[config.mk]
export PLATFORM = sky130hd
export DESIGN_NAME = ppda_top
export DESIGN_NICKNAME = d
export VERILOG_FILES = /design/src/core/ppda_pkg.sv /design/src/core/ppda_top.sv
export VERILOG_INCLUDE_DIRS = /design/src /design/src/core
export SDC_FILE = /design/constraint.sdc
export NUM_CORES = 1
export LEC_CHECK = 0
export CAP_MARGIN = 20
export CORE_ASPECT_RATIO = 0.8
export CORE_UTILIZATION = 33
export DETAILED_ROUTE_END_ITERATION = 10
export DONT_BUFFER_PORTS = 1
export PLACE_DENSITY = 0.44
export SETUP_SLACK_MARGIN = 0.4
export SYNTH_ARGS = -nofsm -noshare
export SYNTH_HDL_FRONTEND = slang
export SYNTH_SLANG_ARGS = --single-unit
[constraint.sdc]
create_clock -name CLOCK -period 2.5 [get_ports CLOCK]
set_clock_uncertainty 0.15 [all_clocks]
set_input_delay 0.375 -clock CLOCK [delete_from_list [all_inputs] [get_ports CLOCK]]
set_output_delay 0.375 -clock CLOCK [all_outputs]
set_load 0.005 [all_outputs]
[src/core/ppda_defines.svh]
// constants for the program paging and debug arbitration block
`ifndef PPDA_DEFINES_SVH
`define PPDA_DEFINES_SVH
`define PPDA_PAGE_LOW 4'hc
`define PPDA_PAGE_MID 4'hd
`define PPDA_PAGE_TOP 4'hf
`define PPDA_DPS_ADDR 18'h3ff08
`define PPDA_FAM_ADDR 18'h3ff0f
`define PPDA_DPS_EN_BIT 7
`define PPDA_DPS_MASK 8'h8f
`define PPDA_PROGRAM_PAGE_INDEX_RST 8'h00
`define PPDA_DPS_RST 8'h00
`define PPDA_STALL_MAX 8'h80
`define PPDA_WAIT_SAT 8'hff
// family code value is arbitrary
`define PPDA_FAMILY_CODE 8'h5a
`endif

[src/core/ppda_pkg.sv]
// types for the program paging and debug arbitration block
package ppda_pkg;
  typedef enum logic [1:0] {
    PPDA_IDLE = 2'b00,
    PPDA_ISSUE = 2'b01,
    PPDA_ANSWER = 2'b11
  } ppda_state_type;
  typedef struct packed {
    logic we;
    logic [17:0] addr;
    logic [7:0] wdata;
  } ppda_req_type;
endpackage

[src/core/ppda_top.sv]
// address translation, page registers and cpu/debug memory arbiter
// Behaviour
// - the low four bits of the program page index pick the page seen at local 0x8000-0xBFFF.
// - a far call or return write of the program page index lands at the next edge.
// - local 0x0000-0x3FFF always maps to global page 0xC.
// - local 0x4000-0x7FFF always maps to global page 0xD.
// - one access at a time, and the cpu wins when both ask together unless the debug access has stalled past the limit.
// - a debug access stalled more than 128 cycles is served ahead of the cpu.
// - the block raises no interrupt.
// - bit 7 of the debug page select turns paging on for debug accesses.
// - debug register commands are never paged.
// - bits 3-0 of the debug page select give the page for paged debug accesses at local 0x8000-0xBFFF.
// - the debug page select is read and written only by the debug unit while unsecured.
// - while the debug unit is active an 8-bit read-only family code reads at its location.
`timescale 1ns/1ps
`include "ppda_defines.svh"
module ppda_top import ppda_pkg::*; (
  input wire logic CLOCK,
  input wire logic RST_N,
  input wire logic CPU_REQ,
  input wire logic CPU_WE,
  input wire logic [15:0] CPU_ADDR,
  input wire logic [7:0] CPU_WDATA,
  output logic CPU_ACK,
  output logic [7:0] CPU_RDATA,
  input wire logic PAGE_WE,
  input wire logic PAGE_CALL_WE,
  input wire logic [7:0] PAGE_WDATA,
  output logic [7:0] PAGE_Q,
  input wire logic DBG_ACTIVE,
  input wire logic SECURED,
  input wire logic DBG_REQ,
  input wire logic DBG_WE,
  input wire logic DBG_REG_CMD,
  input wire logic [17:0] DBG_ADDR,
  input wire logic [7:0] DBG_WDATA,
  output logic DBG_ACK,
  output logic [7:0] DBG_RDATA,
  output logic MEM_REQ,
  output logic MEM_WE,
  output logic [17:0] MEM_ADDR,
  output logic [7:0] MEM_WDATA,
  input wire logic [7:0] MEM_RDATA
);

  // fixed pages below the window, page register inside it, top page fixed
  function automatic logic [17:0] ppda_xlate(input logic [15:0] a, input logic [3:0] pg);
    logic [3:0] p;
    p = pg;
    case (a[15:14])
      2'b00: p = `PPDA_PAGE_LOW;
      2'b01: p = `PPDA_PAGE_MID;
      2'b10: p = pg;
      default: p = `PPDA_PAGE_TOP;
    endcase
    return {p, a[13:0]};
  endfunction

  ppda_state_type state_q, state_d;
  ppda_req_type mem_q, mem_d;
  logic mem_req_q, mem_req_d;
  logic owner_q, owner_d;
  logic internal_q, internal_d;
  logic cpu_ack_q, cpu_ack_d;
  logic dbg_ack_q, dbg_ack_d;
  logic [7:0] cpu_rdata_q, cpu_rdata_d;
  logic [7:0] dbg_rdata_q, dbg_rdata_d;
  logic [7:0] program_page_index_q, program_page_index_d;
  logic [7:0] dps_q, dps_d;
  logic [7:0] wait_q, wait_d;
  logic [17:0] cpu_gaddr, dbg_gaddr;
  logic dbg_paged, dbg_hit, dbg_urgent, idle, grant_cpu, grant_dbg;
  logic [7:0] int_rdata;

  // translation and arbitration decisions
  always_comb begin
    cpu_gaddr = ppda_xlate(CPU_ADDR, program_page_index_q[3:0]);
    dbg_paged = dps_q[`PPDA_DPS_EN_BIT] && !DBG_REG_CMD;
    dbg_gaddr = dbg_paged ? ppda_xlate(DBG_ADDR[15:0], dps_q[3:0]) : DBG_ADDR;
    dbg_hit = (dbg_gaddr == `PPDA_DPS_ADDR) || (DBG_ACTIVE && (dbg_gaddr == `PPDA_FAM_ADDR));
    dbg_urgent = wait_q > `PPDA_STALL_MAX;
    idle = state_q == PPDA_IDLE;
    grant_dbg = idle && DBG_REQ && (dbg_urgent || !CPU_REQ);
    grant_cpu = idle && CPU_REQ && !grant_dbg;
  end

  // answer from inside the block for debug register hits
  always_comb begin
    int_rdata = 8'h00;
    if (mem_q.addr == `PPDA_DPS_ADDR && !SECURED) begin
      int_rdata = dps_q;
    end else if (mem_q.addr == `PPDA_FAM_ADDR) begin
      int_rdata = `PPDA_FAMILY_CODE;
    end
  end

  // next state of the access sequencer and registers
  always_comb begin
    state_d = state_q;
    mem_d = mem_q;
    mem_req_d = 1'b0;
    owner_d = owner_q;
    internal_d = internal_q;
    cpu_rdata_d = cpu_rdata_q;
    dbg_rdata_d = dbg_rdata_q;
    program_page_index_d = program_page_index_q;
    dps_d = dps_q;
    wait_d = wait_q;
    case (state_q)
      PPDA_IDLE: begin
        if (grant_cpu || grant_dbg) begin
          state_d = PPDA_ISSUE;
        end
      end
      PPDA_ISSUE: state_d = PPDA_ANSWER;
      PPDA_ANSWER: state_d = PPDA_IDLE;
      default: state_d = PPDA_IDLE;
    endcase
    if (grant_cpu) begin
      mem_req_d = 1'b1;
      mem_d = '{we: CPU_WE, addr: cpu_gaddr, wdata: CPU_WDATA};
      owner_d = 1'b0;
      internal_d = 1'b0;
    end
    if (grant_dbg) begin
      mem_req_d = !dbg_hit;
      mem_d = '{we: DBG_WE, addr: dbg_gaddr, wdata: DBG_WDATA};
      owner_d = 1'b1;
      internal_d = dbg_hit;
    end
    // read data is caught while the access is on the memory port
    if (state_q == PPDA_ISSUE) begin
      if (owner_q) begin
        dbg_rdata_d = internal_q ? int_rdata : MEM_RDATA;
      end else begin
        cpu_rdata_d = MEM_RDATA;
      end
    end
    // only a debug access reaches the page select, and only unsecured
    if (state_q == PPDA_ISSUE && owner_q && internal_q && mem_q.we && !SECURED &&
        mem_q.addr == `PPDA_DPS_ADDR) begin
      dps_d = mem_q.wdata & `PPDA_DPS_MASK;
    end
    // both cpu paths write at the edge, so the page is in place before the next fetch
    if (PAGE_CALL_WE || PAGE_WE) begin
      program_page_index_d = {4'h0, PAGE_WDATA[3:0]};
    end
    // stall counter saturates so a long stall never wraps back below the limit
    if (grant_dbg || !DBG_REQ || (!idle && owner_q)) begin
      wait_d = 8'h00;
    end else if (wait_q != `PPDA_WAIT_SAT) begin
      wait_d = wait_q + 8'h01;
    end
    cpu_ack_d = (state_q == PPDA_ISSUE) && !owner_q;
    dbg_ack_d = (state_q == PPDA_ISSUE) && owner_q;
  end

  // registers only
  always_ff @(posedge CLOCK or negedge RST_N) begin
    if (!RST_N) begin
      state_q <= PPDA_IDLE;
      mem_q <= '0;
      mem_req_q <= 1'b0;
      owner_q <= 1'b0;
      internal_q <= 1'b0;
      cpu_ack_q <= 1'b0;
      dbg_ack_q <= 1'b0;
      cpu_rdata_q <= 8'h00;
      dbg_rdata_q <= 8'h00;
      program_page_index_q <= `PPDA_PROGRAM_PAGE_INDEX_RST;
      dps_q <= `PPDA_DPS_RST;
      wait_q <= 8'h00;
    end else begin
      state_q <= state_d;
      mem_q <= mem_d;
      mem_req_q <= mem_req_d;
      owner_q <= owner_d;
      internal_q <= internal_d;
      cpu_ack_q <= cpu_ack_d;
      dbg_ack_q <= dbg_ack_d;
      cpu_rdata_q <= cpu_rdata_d;
      dbg_rdata_q <= dbg_rdata_d;
      program_page_index_q <= program_page_index_d;
      dps_q <= dps_d;
      wait_q <= wait_d;
    end
  end

  // no interrupt output exists on this block
  assign CPU_ACK = cpu_ack_q;
  assign CPU_RDATA = cpu_rdata_q;
  assign DBG_ACK = dbg_ack_q;
  assign DBG_RDATA = dbg_rdata_q;
  assign PAGE_Q = program_page_index_q;
  assign MEM_REQ = mem_req_q;
  assign MEM_WE = mem_q.we;
  assign MEM_ADDR = mem_q.addr;
  assign MEM_WDATA = mem_q.wdata;

  a_window_page_map: assert property (@(posedge CLOCK) disable iff (!RST_N)
    grant_cpu && CPU_ADDR[15:14] == 2'b10 |=>
      MEM_REQ && MEM_ADDR == {$past(program_page_index_q[3:0]), $past(CPU_ADDR[13:0])})
    else $error("window access used wrong page");
  a_page_write_lands: assert property (@(posedge CLOCK) disable iff (!RST_N)
    PAGE_CALL_WE |=> PAGE_Q == {4'h0, $past(PAGE_WDATA[3:0])})
    else $error("page index write not complete next cycle");
  a_low_fixed_page: assert property (@(posedge CLOCK) disable iff (!RST_N)
    grant_cpu && CPU_ADDR[15:14] == 2'b00 |=> MEM_ADDR[17:14] == 4'hc)
    else $error("low region not on page c");
  a_mid_fixed_page: assert property (@(posedge CLOCK) disable iff (!RST_N)
    grant_cpu && CPU_ADDR[15:14] == 2'b01 |=> MEM_ADDR[17:14] == 4'hd)
    else $error("middle region not on page d");
  a_cpu_wins_tie: assert property (@(posedge CLOCK) disable iff (!RST_N)
    idle && CPU_REQ && DBG_REQ && wait_q <= 8'h80 |=> !owner_q ##1 CPU_ACK && !DBG_ACK)
    else $error("cpu lost a tie");
  a_one_at_a_time: assert property (@(posedge CLOCK) disable iff (!RST_N)
    MEM_REQ |=> !MEM_REQ [*2])
    else $error("accesses overlapped");
  a_stalled_debug_first: assert property (@(posedge CLOCK) disable iff (!RST_N)
    idle && DBG_REQ && wait_q > 8'h80 |=> owner_q ##1 DBG_ACK)
    else $error("stalled debug access not served");
  a_debug_paged: assert property (@(posedge CLOCK) disable iff (!RST_N)
    grant_dbg && dps_q[7] && !DBG_REG_CMD && DBG_ADDR[15:14] == 2'b10 && !dbg_hit |=>
      MEM_ADDR == {$past(dps_q[3:0]), $past(DBG_ADDR[13:0])})
    else $error("paged debug access translated wrongly");
  a_regcmd_unpaged: assert property (@(posedge CLOCK) disable iff (!RST_N)
    grant_dbg && DBG_REG_CMD |=> mem_q.addr == $past(DBG_ADDR))
    else $error("register command was paged");
  a_secured_no_write: assert property (@(posedge CLOCK) disable iff (!RST_N)
    SECURED && $stable(SECURED) |-> $stable(dps_q))
    else $error("page select changed while secured");
  a_family_read: assert property (@(posedge CLOCK) disable iff (!RST_N)
    grant_dbg && DBG_ACTIVE && dbg_gaddr == `PPDA_FAM_ADDR |=>
      !MEM_REQ ##1 DBG_RDATA == `PPDA_FAMILY_CODE)
    else $error("family code not returned");

endmodule // ppda_top

==> results.py, run 1 <==
metrics = {
    "run_status": {
        "status": "finished, violations left",
        "violations": "negative hold slack",
    },
    "sta": {
        "grt_setup_unrepaired": "yes",
        "holdWs_ns": -0.408,
        "period_minus_slack_ns": 2.01,
        "clock.fmax_mhz": 497,
        "hold_violations": 67,
        "maxSlewViolCount": 0,
        "max_slew_margin_pct": 43.1,
        "setup_viol": 0,
        "worst_pin_slew_ns": 0.850,
        "tns_ns": 0,
        "setup_ws_ns": 0.488,
        "finalCritPeriodShare_pct": 80.5,
    },
    "yosys": {
        "synth_most_common_cell": "dfrtp_1",
        "synth-seq-cells": 67,
        "synthCells": 296,
        "synth_top_area_share_pct": 51.6,
        "seq_area_frac_synth_pct": 51.6,
        "ys_top_cells_by_area": "dfrtp_1 (52%), mux2i_1 (7.7%), mux2_2 (4.2%), nand2_1 (3.9%), o21ai_1 (3.4%)",
        "async_flop_share_pct": 100,
        "synth_common_cells": "dfrtp_1 (67), nand2_1 (34), mux2i_1 (25)",
        "synth-edff-count": 0,
        "avgSynthCellArea_um2": 11.0,
        "synth.distinct_cells": 56,
        "synth_top_area_cell": "dfrtp_1",
        "mappedNetlistArea_mm2": 0.00325,
        "yosysWarnings": 0,
        "synthFlopType": "dfrtp_1",
    },
    "finish": {
        "drive_above_1_share_pct": 17.4,
        "post-route-util_pct": 39.1,
        "area_delta_synth_final_pct": 15.6,
        "fin_area_mm2": 0.00376,
        "fillers": 973,
        "multiInputGateArea_mm2": 0.00150,
        "antennaDiodeCount": 0,
        "layout.cells.non_filler": 429,
        "ff_latch_area_mm2": 0.00168,
        "layout.nets": 384,
    },
    "placement": {
        "dp_hpwl_um": 5650,
        "dp.cells": 410,
        "place.gp.congestion": 0.723,
        "pre_cts_ws_ns": 0.374,
        "place_area_mm2": 0.00341,
        "io_buffers": 0,
    },
    "worst_setup_path": {
        "cp.arrival_ns": 2.08,
        "reg2reg_slack_ns": 0.49,
        "required_ns": 2.56,
        "critPathCaptureType": "flip-flop",
        "reg2reg_depth": 5,
        "critPathMaxFanout": 14,
        "reg2reg_from": "state_q[1]$_DFFE_PN0P_",
        "cp-start-kind": "flip-flop",
        "crit_path_end": "MEM_ADDR[16]$_DFFE_PN0P_",
        "worst-setup-path-type": "reg2reg",
        "cp-startpoint": "state_q[1]$_DFFE_PN0P_",
        "timing.rr.end": "MEM_ADDR[16]$_DFFE_PN0P_",
    },
    "clock_tree": {
        "clock_path_buffers": 2,
        "clkSinkCount": 67,
        "cts_tree": "done",
        "path_clk_slew_ns": 0.06,
        "insertion_delay_ns": 0.32,
        "cts-root-buf": "clkbuf_16",
        "htreeDepth": 3,
        "cts_buffers": 9,
    },
    "power_and_ir_drop": {
        "p_clk_share_pct": 29.9,
        "internal-power_mw": 2.81,
        "finalPower_mw": 4.18,
        "p_comb_share_pct": 24.8,
        "vdd_drop_max_mv": 0.368,
        "p_leak_nw": 1.60,
        "switching_share_pct": 32.7,
        "cellPowerDensity_mw_per_mm2": 1110,
        "p_seq_share_pct": 45.4,
        "netSwitchingPower_mw": 1.37,
    },
    "floorplan": {
        "io_pins": 131,
        "die_y_um": 90.8,
        "die_w_um": 113,
        "core_area_mm2": 0.00961,
        "die_area_mm2": 0.0103,
        "start_util_pct": 33.8,
        "rows": 32,
    },
    "worst_hold_path": {
        "hp-class": "in2async",
    },
    "grt": {
        "grt_pass1_vias": 2174,
        "track_usage_pct": 15.8,
        "overflow": 0,
        "grt_max_degree": 68,
        "grt_pass1_wl_um": 12200,
        "antenna_found_initial": 0,
    },
    "detailed_routing": {
        "routed_via_density": 5.31,
        "drcViolationCount": 0,
        "antenna_left": 0,
        "drtPass1Iterations": 4,
        "first_iter_violations": 71,
        "num_vias": 2280,
        "wl_per_cell_um": 17.9,
        "drt-total-wl_um": 7700,
    },
    "run": {
        "maxCapViolCount": 0,
    },
}
## per-layer routing
metal | vias to the layer above | global-route usage (%) | wire [um]
li1 | 1085 | - | -
met1 | 1092 | 21.8 | 3600
met2 | 97 | 22.2 | 3180
met3 | 6 | 7.79 | 853
met4 | 0 | 3.62 | 64
met5 | - | 0 | 0
## layout by cell type (no fill, tap or decap), drive strengths merged, types with 2 or more instances in the layout
cell type  count
buf           11
dfrtp         67
nor2b          2
mux2          17
and3           6
nor2          12
conb           4
ha             2
and2           2
a22o           4
nor4bb         3
or3            2
nand2         34
o21ai         34
mux2i         25
a221o          3
clkinv         3
inv            8
o22ai          2
nor3b          7
a22oi          5
nand4bb        2
nor3           2
nor4b          2
clkbuf        11
a21oi          5
nand4          3
xor2           3
nand3          6
## area by class of cell
type | count | share of cell area (%)
Tap cell | 119 | 3.96
Multi-Input combinational cell | 208 | 39.8
Clock buffer | 11 | 6.46
Clock inverter | 5 | 1.40
Sequential cell | 67 | 44.6
Timing Repair Buffer | 11 | 2.93
Inverter | 8 | 0.799
## kinds of logic (layout without fill, tap and decap cells)
logic type | Yosys count | after routing | synth area share [%]
AND/OR/NAND/NOR | 94 | 94 | 16.7
flip-flops | 67 | 67 | 51.6
buffers and inverters | 24 | 35 | 3.96
other | 1 | 4 | 0.115
AO/OA/AOI/OAI | 62 | 62 | 12.2
multiplexers | 42 | 42 | 13.6
adder cells (fa/ha/maj) | 2 | 2 | 0.770
XOR/XNOR | 4 | 4 | 1.08
## power by group through the flow
| stage | combinational [mW] | clock (mW) | sequential, mW |
|---|---|---|---|
| 4_1_cts | 1.01 | 1.29 | 1.91 |
| 6_report | 1.04 | 1.25 | 1.90 |
| 3_5_place_dp | 0.993 | 0 | 1.92 |
| 3_3_place_gp | 0.960 | 0 | 1.92 |
| 2_1_floorplan | 0.780 | 0 | 1.78 |
| 5_1_grt | 1.19 | 1.33 | 1.96 |
## state kept, by name, summed over array words and instances (netlist names)
register and flops:
state_q 2, CPU_RDATA 8, MEM_REQ 1, CPU_ACK 1, internal_q 1, owner_q 1, MEM_ADDR 18, DBG_ACK 1
MEM_WDATA 8, MEM_WE 1, PAGE_Q 4, dps_q 5, wait_q 8, DBG_RDATA 8
## repair_timing
action,CTS,global route
setup endpoints to repair,10,29
endpoints found under the hold margin,67,67
resized for setup,2,7
cloned,0,0
pin swaps,0,1
buffers inserted,0,3
## worst max-delay path: stages, from the launching register on
cell      delay [ns]
dfrtp_1         0.42
or3b_4          0.42
a221oi_4        0.35
buf_8           0.23
a21oi_1         0.11
a22o_1          0.24
## worst min path at each step
| stage | startpoint | to |
|---|---|---|
| floorplan | RST_N | CPU_ACK$_DFF_PN0_ |
| global placement | RST_N | wait_q[2]$_DFFE_PN0P_ |
| detailed placement | RST_N | wait_q[7]$_DFFE_PN0P_ |
| CTS | RST_N | MEM_WDATA[3]$_DFFE_PN0P_ |
| global route | RST_N | wait_q[0]$_DFFE_PN0P_ |
| finish | RST_N | wait_q[0]$_DFFE_PN0P_ |
Note: power is estimated with default switching activity, not from simulation.
==> run 2, diff against run 1 <==
PLACE_DENSITY = 0.45   (was 0.44)
clock period = 1.6 ns   (was 2.5 ns; I/O delays follow)
==> run 2 against run 1 <==
The run ends with negative hold slack, negative setup slack left. Non-clock buffer count rose by 122. Total power increased by 100%. Sequential power rose by 52%. Via count increased by 22%. Die area unchanged. First-iteration DRC count rose by 59%. Worst setup slack got worse by 0.86 ns. Critical path depth did not move. Fmax is 2.1% higher. Combinational power increased to 3.3 times the previous value. Final cell count increased by 28%. Hold slack lost 0.14 ns.
==> results.py, run 2 (same netlist as run 1, synthesis figures left out) <==
metrics = {
    "detailed_routing": {
        "wl_per_cell_um": 17.5,
        "drtPass1Iterations": 4,
        "num_vias": 2778,
        "antenna_left": 0,
        "first_iter_violations": 113,
        "drt-total-wl_um": 9620,
        "routed_via_density": 5.04,
        "drcViolationCount": 0,
    },
    "power_and_ir_drop": {
        "switching_share_pct": 31.3,
        "p_seq_share_pct": 33.8,
        "cellPowerDensity_mw_per_mm2": 1600,
        "netSwitchingPower_mw": 2.67,
        "finalPower_mw": 8.52,
        "p_leak_nw": 2.33,
        "internal-power_mw": 5.86,
        "p_clk_share_pct": 25.4,
        "p_comb_share_pct": 40.8,
        "vdd_drop_max_mv": 0.937,
    },
    "finish": {
        "largest_reg_flops": 18,
        "area_delta_synth_final_pct": 64.3,
        "antennaDiodeCount": 0,
        "mostFrequentLayoutCells": "dfrtp_1 (66), dlygate4sd3_1 (62), buf_6 (40)",
        "final_common_cell": "dfrtp_1",
        "layout.nets": 506,
        "drive_above_1_share_pct": 35.6,
    },
    "floorplan": {
        "rows": 32,
        "io_pins": 131,
        "start_util_pct": 33.8,
        "die_y_um": 90.8,
        "die_w_um": 113,
        "die_area_mm2": 0.0103,
        "core_area_mm2": 0.00961,
    },
    "placement": {
        "io_buffers": 0,
        "dp_hpwl_um": 6240,
        "place.gp.congestion": 0.801,
    },
    "clock_tree": {
        "cts_tree": "done",
        "cts-root-buf": "clkbuf_16",
        "clkSinkCount": 67,
        "htreeDepth": 3,
        "cts_buffers": 9,
        "insertion_delay_ns": 0.33,
        "path_clk_slew_ns": 0.06,
        "clock_path_buffers": 2,
        "postCtsHoldBufs": 62,
    },
    "sta": {
        "clock.fmax_mhz": 507,
        "maxSlewViolCount": 0,
        "tns_ns": -14.72,
        "finalCritPeriodShare_pct": 123,
        "holdWs_ns": -0.550,
        "period_minus_slack_ns": 1.97,
        "setup_viol": 57,
        "setup_ws_ns": -0.372,
        "grt_setup_unrepaired": "yes",
        "hold_violations": 67,
    },
    "worst_setup_path": {
        "critPathMaxFanout": 9,
        "required_ns": 1.67,
        "cp.arrival_ns": 2.04,
        "critPathCaptureType": "flip-flop",
        "worst-setup-path-type": "reg2reg",
        "timing.rr.end": "MEM_ADDR[9]$_DFFE_PN0P_",
        "cp-start-kind": "flip-flop",
        "reg2reg_depth": 5,
        "reg2reg_from": "state_q[1]$_DFFE_PN0P_",
        "reg2reg_slack_ns": -0.37,
    },
    "grt": {
        "overflow": 0,
        "grt_max_degree": 68,
        "grt_pass1_wl_um": 15300,
        "track_usage_pct": 19.8,
        "grt_pass1_vias": 2902,
        "antenna_found_initial": 0,
    },
    "run": {
        "maxCapViolCount": 0,
    },
    "run_status": {
        "status": "finished, violations left",
        "violations": "negative hold slack, negative setup slack",
    },
    "worst_hold_path": {
        "hp-class": "in2async",
    },
}
==> run 2: per-layer routing <==
metal,part of all wire [%],routed length (um),GRT usage (%),vias to the layer above
li1,-,-,-,1341
met1,42,4080,23.1,1338
met2,49,4720,33.7,84
met3,6.9,668,7.05,15
met4,1.6,152,6.91,0
met5,0,0,0,-
==> run 2: how the worst max path moves through the flow <==
stage,start,end,slack [ns],depth (start not counted)
finish,state_q[1]$_DFFE_PN0P_,MEM_ADDR[9]$_DFFE_PN0P_,-0.37,5
global route,state_q[0]$_DFFE_PN0P_,MEM_ADDR[6]$_DFFE_PN0P_,-0.49,5
CTS,state_q[1]$_DFFE_PN0P_,MEM_ADDR[9]$_DFFE_PN0P_,-0.38,5
detailed placement,state_q[1]$_DFFE_PN0P_,MEM_ADDR[9]$_DFFE_PN0P_,-0.40,5
global placement,state_q[1]$_DFFE_PN0P_,MEM_ADDR[9]$_DFFE_PN0P_,-0.42,5
floorplan,state_q[1]$_DFFE_PN0P_,MEM_ADDR[4]$_DFFE_PN0P_,-0.24,5
==> run 2: worst max-delay path, cell delays in order, from the launching register on <==
cell      delay (ns)
dfrtp_1         0.40
or3b_4          0.40
a221oi_4        0.32
buf_6           0.22
mux2i_2         0.28
o21ai_1         0.08
==> run 2: final cells by class <==
type,count,area [um^2]
repair buffers,133,1380
clock buffers,11,243
clock inverters,5,85.1
flip-flops and latches,67,1680
multi-input cells,208,1770
inverters,8,32.5
well taps,119,149
fillers,814,4270
==> run 2: what timing repair did <==
action / 4_1_cts / 5_1_grt
cloned: 1 / 0
hold endpoints to repair: 117 / 67
setup endpoints to repair: 79 / 80
resized for setup: 40 / 26
buffers inserted: 7 / 6
pin swaps: 9 / 8
==> run 2: per-stage QoR <==
step                      util (%)  instance area, um^2  hold slack (ns)  setup slack, ns  cells
after CTS                     54.0                 5190           -0.565           -0.378    545
after global routing          55.6                 5340           -0.567           -0.493    551
final                         55.6                 5340           -0.550           -0.372    551
after floorplan                  -                 3470           -0.206           -0.244    299
after global placement        41.5                 3990           -0.203           -0.423    459
after detailed placement      41.5                 3990           -0.203           -0.405    459
==> run 2: power groups by stage <==
stage	Clock, mW	Combinational, mW	Sequential, mW
6_report	2.17	3.48	2.88
5_1_grt	2.27	3.76	2.97
4_1_cts	2.22	3.21	2.87
3_5_place_dp	0	2.61	2.83
3_3_place_gp	0	2.58	2.82
2_1_floorplan	0	1.53	2.81
